[src/hwwd_pkg.sv]
// Shared constants, timing figures and state encoding of the watchdog block.
package hwwd_pkg;

  // ==========================================================================
  // Clock rates
  // ==========================================================================
  localparam int CLK_HZ  = 32'h0131_2D00;   // 20 MHz system clock.
  localparam int XTAL_HZ = 32'h0000_8000;   // 32768 Hz crystal clock.

  // ==========================================================================
  // Watchdog timing
  // ==========================================================================
  localparam int WDOG_TIMEOUT_MS     = 32'h0000_05DC;  // 1500 ms.
  localparam int WDOG_TERMINAL_TICKS = XTAL_HZ * WDOG_TIMEOUT_MS / 1000;
  localparam int RELEASE_TICKS       = 32'h0000_1004;  // 4100 crystal cycles.

  // Half a crystal period in ns; a least time, so it rounds up.
  localparam int HALF_XTAL_NS     = 32'h0000_3B9B;   // 15259 ns.
  localparam int HALF_XTAL_CYCLES =
    (HALF_XTAL_NS * (CLK_HZ / 1_000_000) + 999) / 1000;

  // Two crystal periods without an edge mean the crystal stopped or slowed.
  // A longest time, so it rounds down.
  localparam int XTAL_SLOW_NS     = 32'h0000_EE6B;   // 61035 ns.
  localparam int XTAL_SLOW_CYCLES =
    (XTAL_SLOW_NS * (CLK_HZ / 1_000_000)) / 1000;

  // ==========================================================================
  // Emulator command and flag location
  // ==========================================================================
  localparam logic [7:0]  EMU_CMD_WDOG_RESTART = 8'h14;
  localparam logic [15:0] CFG_FLAG_ADDR        = 16'h2002;
  localparam int          CFG_FLAG_BIT         = 32'h0000_0002;
  localparam logic        FLAG_RESET_VALUE     = 1'h0;

  // ==========================================================================
  // Synchroniser bit positions
  // ==========================================================================
  localparam int SYNC_W       = 32'h0000_0005;
  localparam int SYNC_XTAL    = 32'h0000_0000;
  localparam int SYNC_EXT_N   = 32'h0000_0001;
  localparam int SYNC_EMU_N   = 32'h0000_0002;
  localparam int SYNC_PF_OK   = 32'h0000_0003;
  localparam int SYNC_PF_DIS  = 32'h0000_0004;

  // ==========================================================================
  // Reset sequencer states, Gray coded from run through pulse to hold
  // ==========================================================================
  typedef enum logic [1:0] {
    HWWD_RUN        = 2'h0,
    HWWD_OVF_PULSE  = 2'h1,
    HWWD_OVF_HOLD   = 2'h3,
    HWWD_XTAL_FAULT = 2'h2
  } hwwd_state_t;

endpackage : hwwd_pkg

[src/hwwd_sync.sv]
// Two-flop synchroniser for a bundle of asynchronous pin levels.
`timescale 1ns/10ps
module hwwd_sync
  import hwwd_pkg::*;
#(
  parameter int          WIDTH      = SYNC_W,
  parameter logic [31:0] RESET_BITS = 32'h0000_0000
) (
  input  wire logic             clk,
  input  wire logic             rst_n,
  input  wire logic [WIDTH-1:0] async_in,
  output logic      [WIDTH-1:0] sync_out
);

  logic [WIDTH-1:0] stage1;
  logic [WIDTH-1:0] next_stage1;
  logic [WIDTH-1:0] next_sync_out;

  // ==========================================================================
  // Next values
  // ==========================================================================
  // The first stage feeds only the second stage, never other logic.
  always_comb begin
    if (!rst_n) begin
      next_stage1   = RESET_BITS[WIDTH-1:0];
      next_sync_out = RESET_BITS[WIDTH-1:0];
    end else begin
      next_stage1   = async_in;
      next_sync_out = stage1;
    end
  end

  // ==========================================================================
  // Registers
  // ==========================================================================
  always_ff @(posedge clk) begin
    stage1   <= next_stage1;
    sync_out <= next_sync_out;
  end

endmodule : hwwd_sync

[src/hwwd_ctrl.sv]
// Hardware watchdog, crystal monitor and system reset gathering.
`timescale 1ns/10ps

// Operation
// - Reset on reset pin, emulator pin, power fault, crystal fault, overflow.
// - Reset pin or power fault halts logic and clears configuration bits.
// - Watchdog counts crystal cycles; firmware refreshes within 1.5 seconds.
// - Overflow resets processor like reset pin low for half crystal period.
// - After overflow, processor restarts at address 00 after 4100 crystal cycles.
// - Overflow sets the battery-backed overflow flag at 0x2002 bit 2.
// - Firmware clears the overflow flag; reset pin also clears it.
// - Stopped or slow crystal sets flag, full reset when crystal resumes.
// - Nothing internal can switch off the watchdog or crystal monitor.
// - Power-fault input at supply disables watchdog and power-fault detection.
// - Writing one to the refresh bit restarts the watchdog count.
// - Count also restarts while wake is zero or on emulator command 0x14.
module hwwd_ctrl
  import hwwd_pkg::*;
#(
  parameter int WDOG_TERMINAL = WDOG_TERMINAL_TICKS,
  parameter int RELEASE_COUNT = RELEASE_TICKS,
  parameter int PULSE_CYCLES  = HALF_XTAL_CYCLES,
  parameter int SLOW_LIMIT    = XTAL_SLOW_CYCLES
) (
  input  wire logic       clk,
  input  wire logic       rst_n,
  input  wire logic       crystal_clock_32k,
  input  wire logic       ext_reset_pin_low,
  input  wire logic       emu_reset_pin_n,
  input  wire logic       power_fault_sense_input,
  input  wire logic       power_fault_at_supply,
  input  wire logic       wdog_refresh_bit,
  input  wire logic       wake,
  input  wire logic       emu_cmd_valid,
  input  wire logic [7:0] emu_cmd,
  input  wire logic       flag_clear,
  output logic            cpu_reset,
  output logic            digital_halt,
  output logic            config_clear,
  output logic            wdog_overflow_flag,
  output logic            xtal_fault
);

  localparam int WD_W  = $clog2(WDOG_TERMINAL + 1);
  localparam int MON_W = $clog2(SLOW_LIMIT + 1);
  localparam int PH_MAX = (RELEASE_COUNT > PULSE_CYCLES) ?
                          RELEASE_COUNT : PULSE_CYCLES;
  localparam int PH_W  = $clog2(PH_MAX + 1);

  // ==========================================================================
  // Helpers
  // ==========================================================================
  // True when a counter has reached the last step before its limit.
  function automatic logic at_last(input logic [31:0] cnt,
                                   input int          limit);
    at_last = (cnt == 32'(limit - 1));
  endfunction : at_last

  // ==========================================================================
  // Pin synchronisation
  // ==========================================================================
  logic [SYNC_W-1:0] pins_async;
  logic [SYNC_W-1:0] pins;

  // Reset pins sync to their idle high level, power ok to high.
  assign pins_async = {power_fault_at_supply, power_fault_sense_input,
                       emu_reset_pin_n, ext_reset_pin_low,
                       crystal_clock_32k};

  hwwd_sync #(
    .WIDTH      (SYNC_W),
    .RESET_BITS (32'h0000_000E)
  ) u_sync (
    .clk      (clk),
    .rst_n    (rst_n),
    .async_in (pins_async),
    .sync_out (pins)
  );

  logic xtal_s;
  logic ext_rst_active;
  logic emu_rst_active;
  logic pf_disable;
  logic pf_low;
  logic pin_reset;

  assign xtal_s         = pins[SYNC_XTAL];
  assign ext_rst_active = !pins[SYNC_EXT_N];
  assign emu_rst_active = !pins[SYNC_EMU_N];
  assign pf_disable     = pins[SYNC_PF_DIS];
  // Tying the sense input to supply masks the power-fault compare.
  assign pf_low         = !pins[SYNC_PF_OK] && !pf_disable;
  assign pin_reset      = ext_rst_active || pf_low;

  // ==========================================================================
  // Crystal edge detect and frequency monitor
  // ==========================================================================
  // The monitor runs on the system clock so that a dead crystal is seen;
  // no input can stop it.
  logic             xtal_q;
  logic             next_xtal_q;
  logic [MON_W-1:0] mon_cnt;
  logic [MON_W-1:0] next_mon_cnt;
  logic             xtal_tick;
  logic             xtal_slow;

  assign xtal_tick = xtal_s && !xtal_q;

  always_comb begin
    next_xtal_q  = xtal_s;
    next_mon_cnt = mon_cnt;
    if (!rst_n) begin
      next_xtal_q  = 1'h0;
      next_mon_cnt = '0;
    end else if (xtal_tick) begin
      next_mon_cnt = '0;
    end else if (!at_last(32'(mon_cnt), SLOW_LIMIT + 1)) begin
      next_mon_cnt = mon_cnt + MON_W'(1);
    end
  end

  always_ff @(posedge clk) begin
    xtal_q  <= next_xtal_q;
    mon_cnt <= next_mon_cnt;
  end

  // An edge in the same cycle means the crystal is back, so the fault state
  // is left on the first resumed edge and not one crystal period later.
  assign xtal_slow = (mon_cnt == MON_W'(SLOW_LIMIT))
                  && !xtal_tick;

  // ==========================================================================
  // Watchdog counter
  // ==========================================================================
  hwwd_state_t     state;
  hwwd_state_t     next_state;
  logic [WD_W-1:0] wd_cnt;
  logic [WD_W-1:0] next_wd_cnt;
  logic            restart;
  logic            wd_overflow;

  // Refresh strobe, sleep state and emulator command all restart the count.
  assign restart = wdog_refresh_bit
                || !wake
                || (emu_cmd_valid && emu_cmd == EMU_CMD_WDOG_RESTART);

  // Overflow on the tick that would reach the 1.5 s terminal count.
  assign wd_overflow = (state == HWWD_RUN) && !pf_disable && !restart
                    && !pin_reset && xtal_tick
                    && at_last(32'(wd_cnt), WDOG_TERMINAL);

  always_comb begin
    next_wd_cnt = wd_cnt;
    if (!rst_n) begin
      next_wd_cnt = '0;
    end else if (restart || pf_disable || pin_reset
                 || state != HWWD_RUN || wd_overflow) begin
      next_wd_cnt = '0;
    end else if (xtal_tick) begin
      next_wd_cnt = wd_cnt + WD_W'(1);
    end
  end

  always_ff @(posedge clk) begin
    wd_cnt <= next_wd_cnt;
  end

  // ==========================================================================
  // Reset sequencer
  // ==========================================================================
  // The pulse phase counts system clocks; the hold phase counts crystal
  // edges, so the release stays tied to the crystal whatever the bus clock.
  logic [PH_W-1:0] ph_cnt;
  logic [PH_W-1:0] next_ph_cnt;

  always_comb begin
    next_state  = state;
    next_ph_cnt = ph_cnt;
    if (!rst_n) begin
      next_state  = HWWD_RUN;
      next_ph_cnt = '0;
    end else if (xtal_slow) begin
      next_state  = HWWD_XTAL_FAULT;
      next_ph_cnt = '0;
    end else if (pin_reset) begin
      next_state  = HWWD_RUN;
      next_ph_cnt = '0;
    end else begin
      case (state)
        HWWD_RUN: begin
          if (wd_overflow) begin
            next_state  = HWWD_OVF_PULSE;
            next_ph_cnt = '0;
          end
        end
        HWWD_OVF_PULSE: begin
          if (at_last(32'(ph_cnt), PULSE_CYCLES)) begin
            next_state  = HWWD_OVF_HOLD;
            next_ph_cnt = '0;
          end else begin
            next_ph_cnt = ph_cnt + PH_W'(1);
          end
        end
        HWWD_OVF_HOLD: begin
          if (xtal_tick) begin
            if (at_last(32'(ph_cnt), RELEASE_COUNT)) begin
              next_state  = HWWD_RUN;
              next_ph_cnt = '0;
            end else begin
              next_ph_cnt = ph_cnt + PH_W'(1);
            end
          end
        end
        HWWD_XTAL_FAULT: begin
          if (xtal_tick) begin
            next_state  = HWWD_OVF_PULSE;
            next_ph_cnt = '0;
          end
        end
        default: begin
          next_state  = HWWD_RUN;
          next_ph_cnt = '0;
        end
      endcase
    end
  end

  always_ff @(posedge clk) begin
    state  <= next_state;
    ph_cnt <= next_ph_cnt;
  end

  // ==========================================================================
  // Overflow flag and reset outputs
  // ==========================================================================
  // A set in the same cycle as a clear wins, so no overflow is lost.
  logic flag_set;
  logic flag_clr;
  logic next_flag;
  logic next_cpu_reset;
  logic next_halt;
  logic next_cfg_clear;
  logic next_xtal_fault;

  assign flag_set = wd_overflow
                 || (xtal_slow && state != HWWD_XTAL_FAULT);
  assign flag_clr = flag_clear || ext_rst_active;

  always_comb begin
    if (!rst_n) begin
      next_flag       = FLAG_RESET_VALUE;
      next_cpu_reset  = 1'h1;
      next_halt       = 1'h0;
      next_cfg_clear  = 1'h0;
      next_xtal_fault = 1'h0;
    end else begin
      next_flag       = flag_set || (wdog_overflow_flag && !flag_clr);
      next_cpu_reset  = pin_reset || emu_rst_active
                     || next_state != HWWD_RUN;
      next_halt       = pin_reset;
      next_cfg_clear  = pin_reset
                     || next_state == HWWD_OVF_PULSE;
      next_xtal_fault = next_state == HWWD_XTAL_FAULT;
    end
  end

  always_ff @(posedge clk) begin
    wdog_overflow_flag <= next_flag;
    cpu_reset          <= next_cpu_reset;
    digital_halt       <= next_halt;
    config_clear       <= next_cfg_clear;
    xtal_fault         <= next_xtal_fault;
  end

endmodule : hwwd_ctrl

[config.mk]
export PLATFORM = sky130hd
export DESIGN_NAME = hwwd_ctrl
export DESIGN_NICKNAME = d
export VERILOG_FILES = /design/src/hwwd_pkg.sv /design/src/hwwd_sync.sv /design/src/hwwd_ctrl.sv
export SDC_FILE = /design/constraint.sdc
export NUM_CORES = 1
export LEC_CHECK = 0
export BUFFER_PORTS_ARGS = -buffer_cell sky130_fd_sc_hd__buf_2
export CAP_MARGIN = 15
export CORE_MARGIN = 5
export CORE_UTILIZATION = 45
export DETAILED_ROUTE_END_ITERATION = 12
export GPL_ROUTABILITY_DRIVEN = 0
export PLACE_DENSITY = 0.59
export SYNTH_ARGS = -nofsm -noshare
export SYNTH_HDL_FRONTEND = slang
export SYNTH_SLANG_ARGS = --single-unit
[constraint.sdc]
create_clock -name clk -period 3.05 [get_ports clk]
set_clock_uncertainty 0.15 [all_clocks]
set_input_delay 0.915 -clock clk [delete_from_list [all_inputs] [get_ports clk]]
set_output_delay 0.915 -clock clk [all_outputs]
set_load 0.05 [all_outputs]
=== Yosys cells after proc, flatten, opt, wreduce, memory -nomap -nowiden ===
Index checks and enable logic that the tools add are counted.

* Bitwise gates (word level): 1
* Equal/unequal tests: 14
* Add/sub/neg operators: 3
* Mux-type cells: 15
* Reductions and logical operators: 41

{| class="wikitable"
|+ Operators by type and width
! kind !! count
|-
| 2-to-1 mux 13 bit || 5
|-
| one-hot mux 13 bit (4 select lines) || 1
|-
| adder 16 x 1 -> 16 bit, second input constant || 1
|-
| equality test 16 bit, second input constant || 1
|-
| 2-to-1 mux 2 bit || 8
|-
| adder 13 x 1 -> 13 bit, second input constant || 1
|-
| equality test 13 bit, second input constant || 1
|-
| equality test 13 x 9 -> 1 bit, second input constant || 1
|-
| logical OR 1 bit || 13
|-
| adder 11 x 1 -> 11 bit, second input constant || 1
|-
| equality test 11 bit, second input constant || 1
|-
| logical AND 1 bit || 11
|-
| zero test 1 bit || 10
|-
| equality test 8 x 5 -> 1 bit, second input constant || 1
|-
| != test 2 bit, second input constant || 4
|-
| one-hot mux 2 bit (4 select lines) || 1
|-
| equality test 2 bit, second input constant || 3
|-
| equality test 2 x 1 -> 1 bit, second input constant || 2
|-
| nonzero test 2 bit || 2
|-
| OR reduction 2 bit || 2
|-
| AND reduction 3 bit || 1
|-
| OR reduction 3 bit || 1
|-
| zero test 2 bit || 1
|-
| NOT 1 bit || 1
|}

* Input bits: 19
* Output and inout port bits: 5
* Word-level logic and storage cells: 86
* Bits in registers: 58

=== Longest topological paths before layout ===
* Word-level depth: 15
* Gate-level depth with buffers: 9
* Depth with buffers taken out: 7

=== Modules after synthesis ===
Synthesis repeated with hierarchy kept, for this count alone.

* Cells, all modules: 287
* Area total of the unflattened synthesis: 2628.8 µm²

{| class="wikitable"
|+ By module, submodules not included
! module !! cells an instance !! area an instance (µm²) !! times used !! seq. area each (µm²)
|-
| hwwd_ctrl || 267 || 2366.0 || 1 || 960.9
|-
| hwwd_sync || 20 || 262.8 || 1 || 200.2
|}

=== Least setup slack after synthesis ===
OpenSTA, ideal clock, no wires.

* Kind: input to register
* Start point: in wdog_refresh_bit
* End point: reg ph_cnt[2]
* Data arrival time: 2.112 ns
* Library setup time: 0.133 ns
* Stages: 5
* Path buffers: 0
* Required time: 2.767 ns
* Setup slack: 0.655 ns
* Path through: or3b_1 > a31oi_2 > a41oi_4 > o21ai_2 > o221ai_1

* Cells in the longest elaborated chain, start to end: 9

{| class="wikitable"
|+ Ends and longest elaborated chain
! element !! RTL line !! text
|-
| from (decl) || hwwd_ctrl.sv:32 || <nowiki>input wire logic wdog_refresh_bit,</nowiki>
|-
| logical OR 1 bit || hwwd_ctrl.sv:144 || <nowiki>|| !wake</nowiki>
|-
| logical OR 1 bit || hwwd_ctrl.sv:145 || <nowiki>|| (emu_cmd_valid && emu_cmd == EMU_CMD_WDOG_RESTART);</nowiki>
|-
| zero test 1 bit || hwwd_ctrl.sv:148 || <nowiki>assign wd_overflow = (state == HWWD_RUN) && !pf_disable && !restart</nowiki>
|-
| logical AND 1 bit || hwwd_ctrl.sv:148 ||
|-
| logical AND 1 bit (2 in series) || hwwd_ctrl.sv:149 || <nowiki>&& !pin_reset && xtal_tick</nowiki>
|-
| logical AND 1 bit || hwwd_ctrl.sv:150 || <nowiki>&& at_last(32'(wd_cnt), WDOG_TERMINAL);</nowiki>
|-
| != test 2 bit (no source line) || n/a ||
|-
| AND reduction 3 bit (no source line) || n/a ||
|-
| to (signal assigned) || hwwd_ctrl.sv:230 || <nowiki>ph_cnt <= next_ph_cnt;</nowiki>
|-
| to (decl) || hwwd_ctrl.sv:173 || <nowiki>logic [PH_W-1:0] ph_cnt;</nowiki>
|}

Every way passes these cells.
A chain may end at the register's enable or synchronous reset.

=== Final worst setup path ===
Ends and elaborated chain as after synthesis.

==> metrics.sh <==
OUTCOME='completed'
TIGHTESTPINTRANSITION_NS=0.659
FIRST_PASS_ITERS=4
GRT_ANTENNA_BEFORE_REPAIR=0
ENDPOINT_KIND='flip-flop'
CTS.HOLD.BUFFERS_ADDED=0
SYNTH-ASYNC-RESET-RATIO_PCT=0
GRT_USE_TOTAL_PCT=16.3
TIMING.HOLD.WORST.CLASS='reg -> reg'
POSTSYNTHCELLCOUNT=307
TIMING.FMAX_MHz=431
PATH_BUF_INV=1
RR_ENDPOINT='ph_cnt[2]'
YS.WARNINGS.COUNT=0
SETUP_VIOL=0
SYNTH_SEQ_CELLS=58
YS_TYPES=59
CTS_MAX_PATH_BUFFERS=2
BOUNDARYPINS=24
FP.DIEAREA_MM2=0.00796
YOSYSSEQAREASHARE_PCT=41.1
YS_DOMINANT_REG_CELL='dfxtp_1'
CAP_VIOLATIONS=0
START_UTIL_PCT=46.8
FF2FF_SETUP_SLACK_NS=0.84
CRIT-REG2REG-LAUNCH='wd_cnt[0]'
FINAL_CELL_MIX='dfxtp_1 (58), nor2_1 (33), nand2_1 (24), buf_2 (23), nand3_1 (15)'
CELLS_ALONG_THE_CRITICAL_PATH='buf_2, or3b_1, a31oi_2, a41oi_4, o21ai_2, o221ai_1'
PATH_CLK_SLEW_NS=0.06
FP.COREAREA_MM2=0.00603
POST_CTS.RESIZED_INSTANCES=0
SYNTH-EDFF-COUNT=0
GRT_PASS1_WL_MM=10.0
POWER_TOTAL_mW=1.63
CTS-BUFFERS-INSERTED=9
IR_WORST_VDD_V=0.000328
CP_SLOWEST_CELL='o21ai_2'
CLOCK_TREE_FROM_TRITONCTS='yes'
FIN_SETUP_TNS_NS=0
REPORT.FINAL.HOLD_VIOL_COUNT=0
STD_CELL_ROWS=28
WL_MM=5.52
TIMING.FINAL.CRIT_SHARE_PCT=76.1
CRITICAL_PATH_CLASS='in -> reg'
N_ANTENNA_CELL=0
MAXIMUM_FANOUT_ALONG_THE_WORST_PATH=10
POSTSYNTHNETCOUNT=331
WORST_EP_REQUIRED_TIME_NS=3.11
POSTROUTEANTENNANETS=0
DRT_FIRST_ITER_VIOLATIONS=137
KIND_OF_START_POINT_OF_THE_CRITICAL_PATH='input port'
P_LEAK_nW=1.13
SHARE_OF_FINAL_LAYOUT_STANDARD_CELLS_STRONGER_THAN_DRIVE_STRENGTH_1_PCT=17.8
DIE_HEIGHT_UM=89.2
FIRST_GLOBAL_VIAS=2171
CTS_SETUP_BUFFERS=0
FINALCRITICALPERIOD_NS=2.32
DP_HPWL_MM=3.82
LEADING_CELL_TYPE_IN_THE_LAYOUT_FILL_AND_TAPS_EXCLUDED='dfxtp_1'
PLACE.PORT_BUFFERS=23
GRT_MAX_DEGREE=20
WL_PER_CELL_UM=13.4
GLOBAL_ROUTE.OVERFLOW_TOTAL=0
TIMING.CRITICAL_PATH.MAX_DELAY_FAMILY='compound AO/OA/AOI/OAI gates'
HOLD-PATH-ENDPOINT='cpu_reset'
FINALMAXSLEWVIOLATIONS=0
POWER_DENSITY_mW_PER_MM2=510
CHIPWIDTH_UM=89.2
CRITICAL_PATH.MAX_STAGE_DELAY_NS=0.37
HOLD_PATH.STARTPOINT='u_sync.sync_out[2]'
VIASPERCELL=5.32
FINAL_NETS=357
REMAINING_DRC_ERRORS=0
POSTSYNTHAREAPERCELL_UM2=9.19
CLOCK_NETWORK_LATENCY_TO_THE_LATER_PIN_OF_THE_WORST_SKEW_PAIR_NS=0.33
WORST_SLEW_MARGIN_RELATIVE_TO_ITS_LIMIT_PCT=56.1
GRT_SETUP_UNREPAIRED='no'
AREA_GROW_SYN2LAYOUT_PCT=13.3
MAPPEDNETLISTAREA_MM2=0.00282
CLOCK_SINKS=58
WORST_HOLD_PATH_STAGE_COUNT=1
HTREE_LEVELS=3
ARRIVAL_NS=2.38
CLOCK-ROOT-BUFFER='clkbuf_8'
VIA_COUNT=2197
REG2REG_DEPTH=6
[power by group]
part           internal (mW)  switching, mW
clock                  0.479          0.302
combinational         0.0282         0.0441
sequential             0.770        0.00690
total                   1.28          0.353
[metal layers]
layer / part of all wire [%] / routed length [µm] / up-vias / global-route usage, %
li1: - / - / 1151 / -
met1: 49 / 2700 / 1005 / 21.4
met2: 45 / 2500 / 34 / 24.4
met3: 4.2 / 230 / 7 / 4.79
met4: 1.6 / 89 / 0 / 7.71
met5: 0 / 0 / - / 0
[worst max path at each step]
stage,to,startpoint,slack (ns),depth (start not counted)
after floorplan,ph_cnt[2],wdog_refresh_bit,0.65,5
after global placement,ph_cnt[2],wdog_refresh_bit,0.36,6
after detailed placement,ph_cnt[2],wdog_refresh_bit,0.34,6
after CTS,ph_cnt[2],wdog_refresh_bit,0.73,6
after global routing,ph_cnt[2],wd_cnt[0],0.61,6
final,ph_cnt[2],wdog_refresh_bit,0.73,6
[synth_stat cells (2+ instances only)]
library cell	n	share of area, %
nand4_2	2	0.89
nor4b_1	3	0.93
nor2_1	33	4.4
nor2b_1	3	0.66
a31oi_1	2	0.44
a21oi_1	5	0.89
mux2i_1	2	0.71
or3_1	3	0.66
nand3_1	15	2.7
or4_4	2	0.80
inv_1	10	1.3
nand3b_1	2	0.53
nor4_1	5	1.1
dfxtp_1	58	41
buf_6	4	1.6
o211ai_1	9	2.4
nor3_4	2	1.2
a21o_1	2	0.53
o221ai_2	2	1.1
a21boi_0	2	0.53
nand2_1	24	3.2
and3_1	3	0.66
o21ai_0	6	1.1
clkbuf_1	5	0.66
o21a_1	3	0.80
xnor2_1	9	2.8
nor3_1	10	1.8
xor2_1	12	3.7
ha_1	5	2.2
or2_2	2	0.44
nand3_2	2	0.71
and3b_1	2	0.62
and2_1	8	1.8
nand2b_1	12	2.7
nand4_1	13	2.9
nand4b_1	2	0.62
[stage by stage]
stage / util, % / cell area [µm²] / instances / hold slack [ns] / setup slack (ns)
after global routing: 53.1 / 3200 / 413 / 0.277 / 0.614
after detailed placement: 49.4 / 2980 / 397 / 0.244 / 0.339
after CTS: 53.1 / 3200 / 413 / 0.260 / 0.728
after floorplan: - / 2820 / 307 / 0.229 / 0.655
final: 53.1 / 3200 / 413 / 0.259 / 0.730
after global placement: 49.4 / 2980 / 397 / 0.240 / 0.357
[area by class of cell]
| class | count | area [µm²] |
|---|---|---|
| Clock buffer | 11 | 141 |
| Clock inverter | 5 | 77.6 |
| Fill cell | 569 | 2830 |
| Inverter | 10 | 37.5 |
| Multi-Input combinational cell | 228 | 1550 |
| Sequential cell | 58 | 1160 |
| Tap cell | 75 | 93.8 |
| Timing Repair Buffer | 26 | 138 |
[logic make-up (layout without fill, tap and decap cells)]
| family | count (synthesis) | in the layout | synth area share, % |
|---|---|---|---|
| flops | 58 | 58 | 41.1 |
| xor+xnor | 21 | 21 | 6.52 |
| compound gates | 45 | 45 | 14.0 |
| buf+inv | 21 | 52 | 4.03 |
| simple gates | 155 | 155 | 31.4 |
| fa+ha+maj | 5 | 5 | 2.22 |
| mux | 2 | 2 | 0.709 |
[flip-flops by register name, summed over array words and instances (netlist names)]
signal and cells:
u_sync.stage1 5, ph_cnt 13, wdog_overflow_flag 1, state 2, mon_cnt 11, cpu_reset 1, xtal_fault 1, u_sync.sync_out 5
xtal_q 1, digital_halt 1, config_clear 1, wd_cnt 16
(Power assumes the default switching activity.)
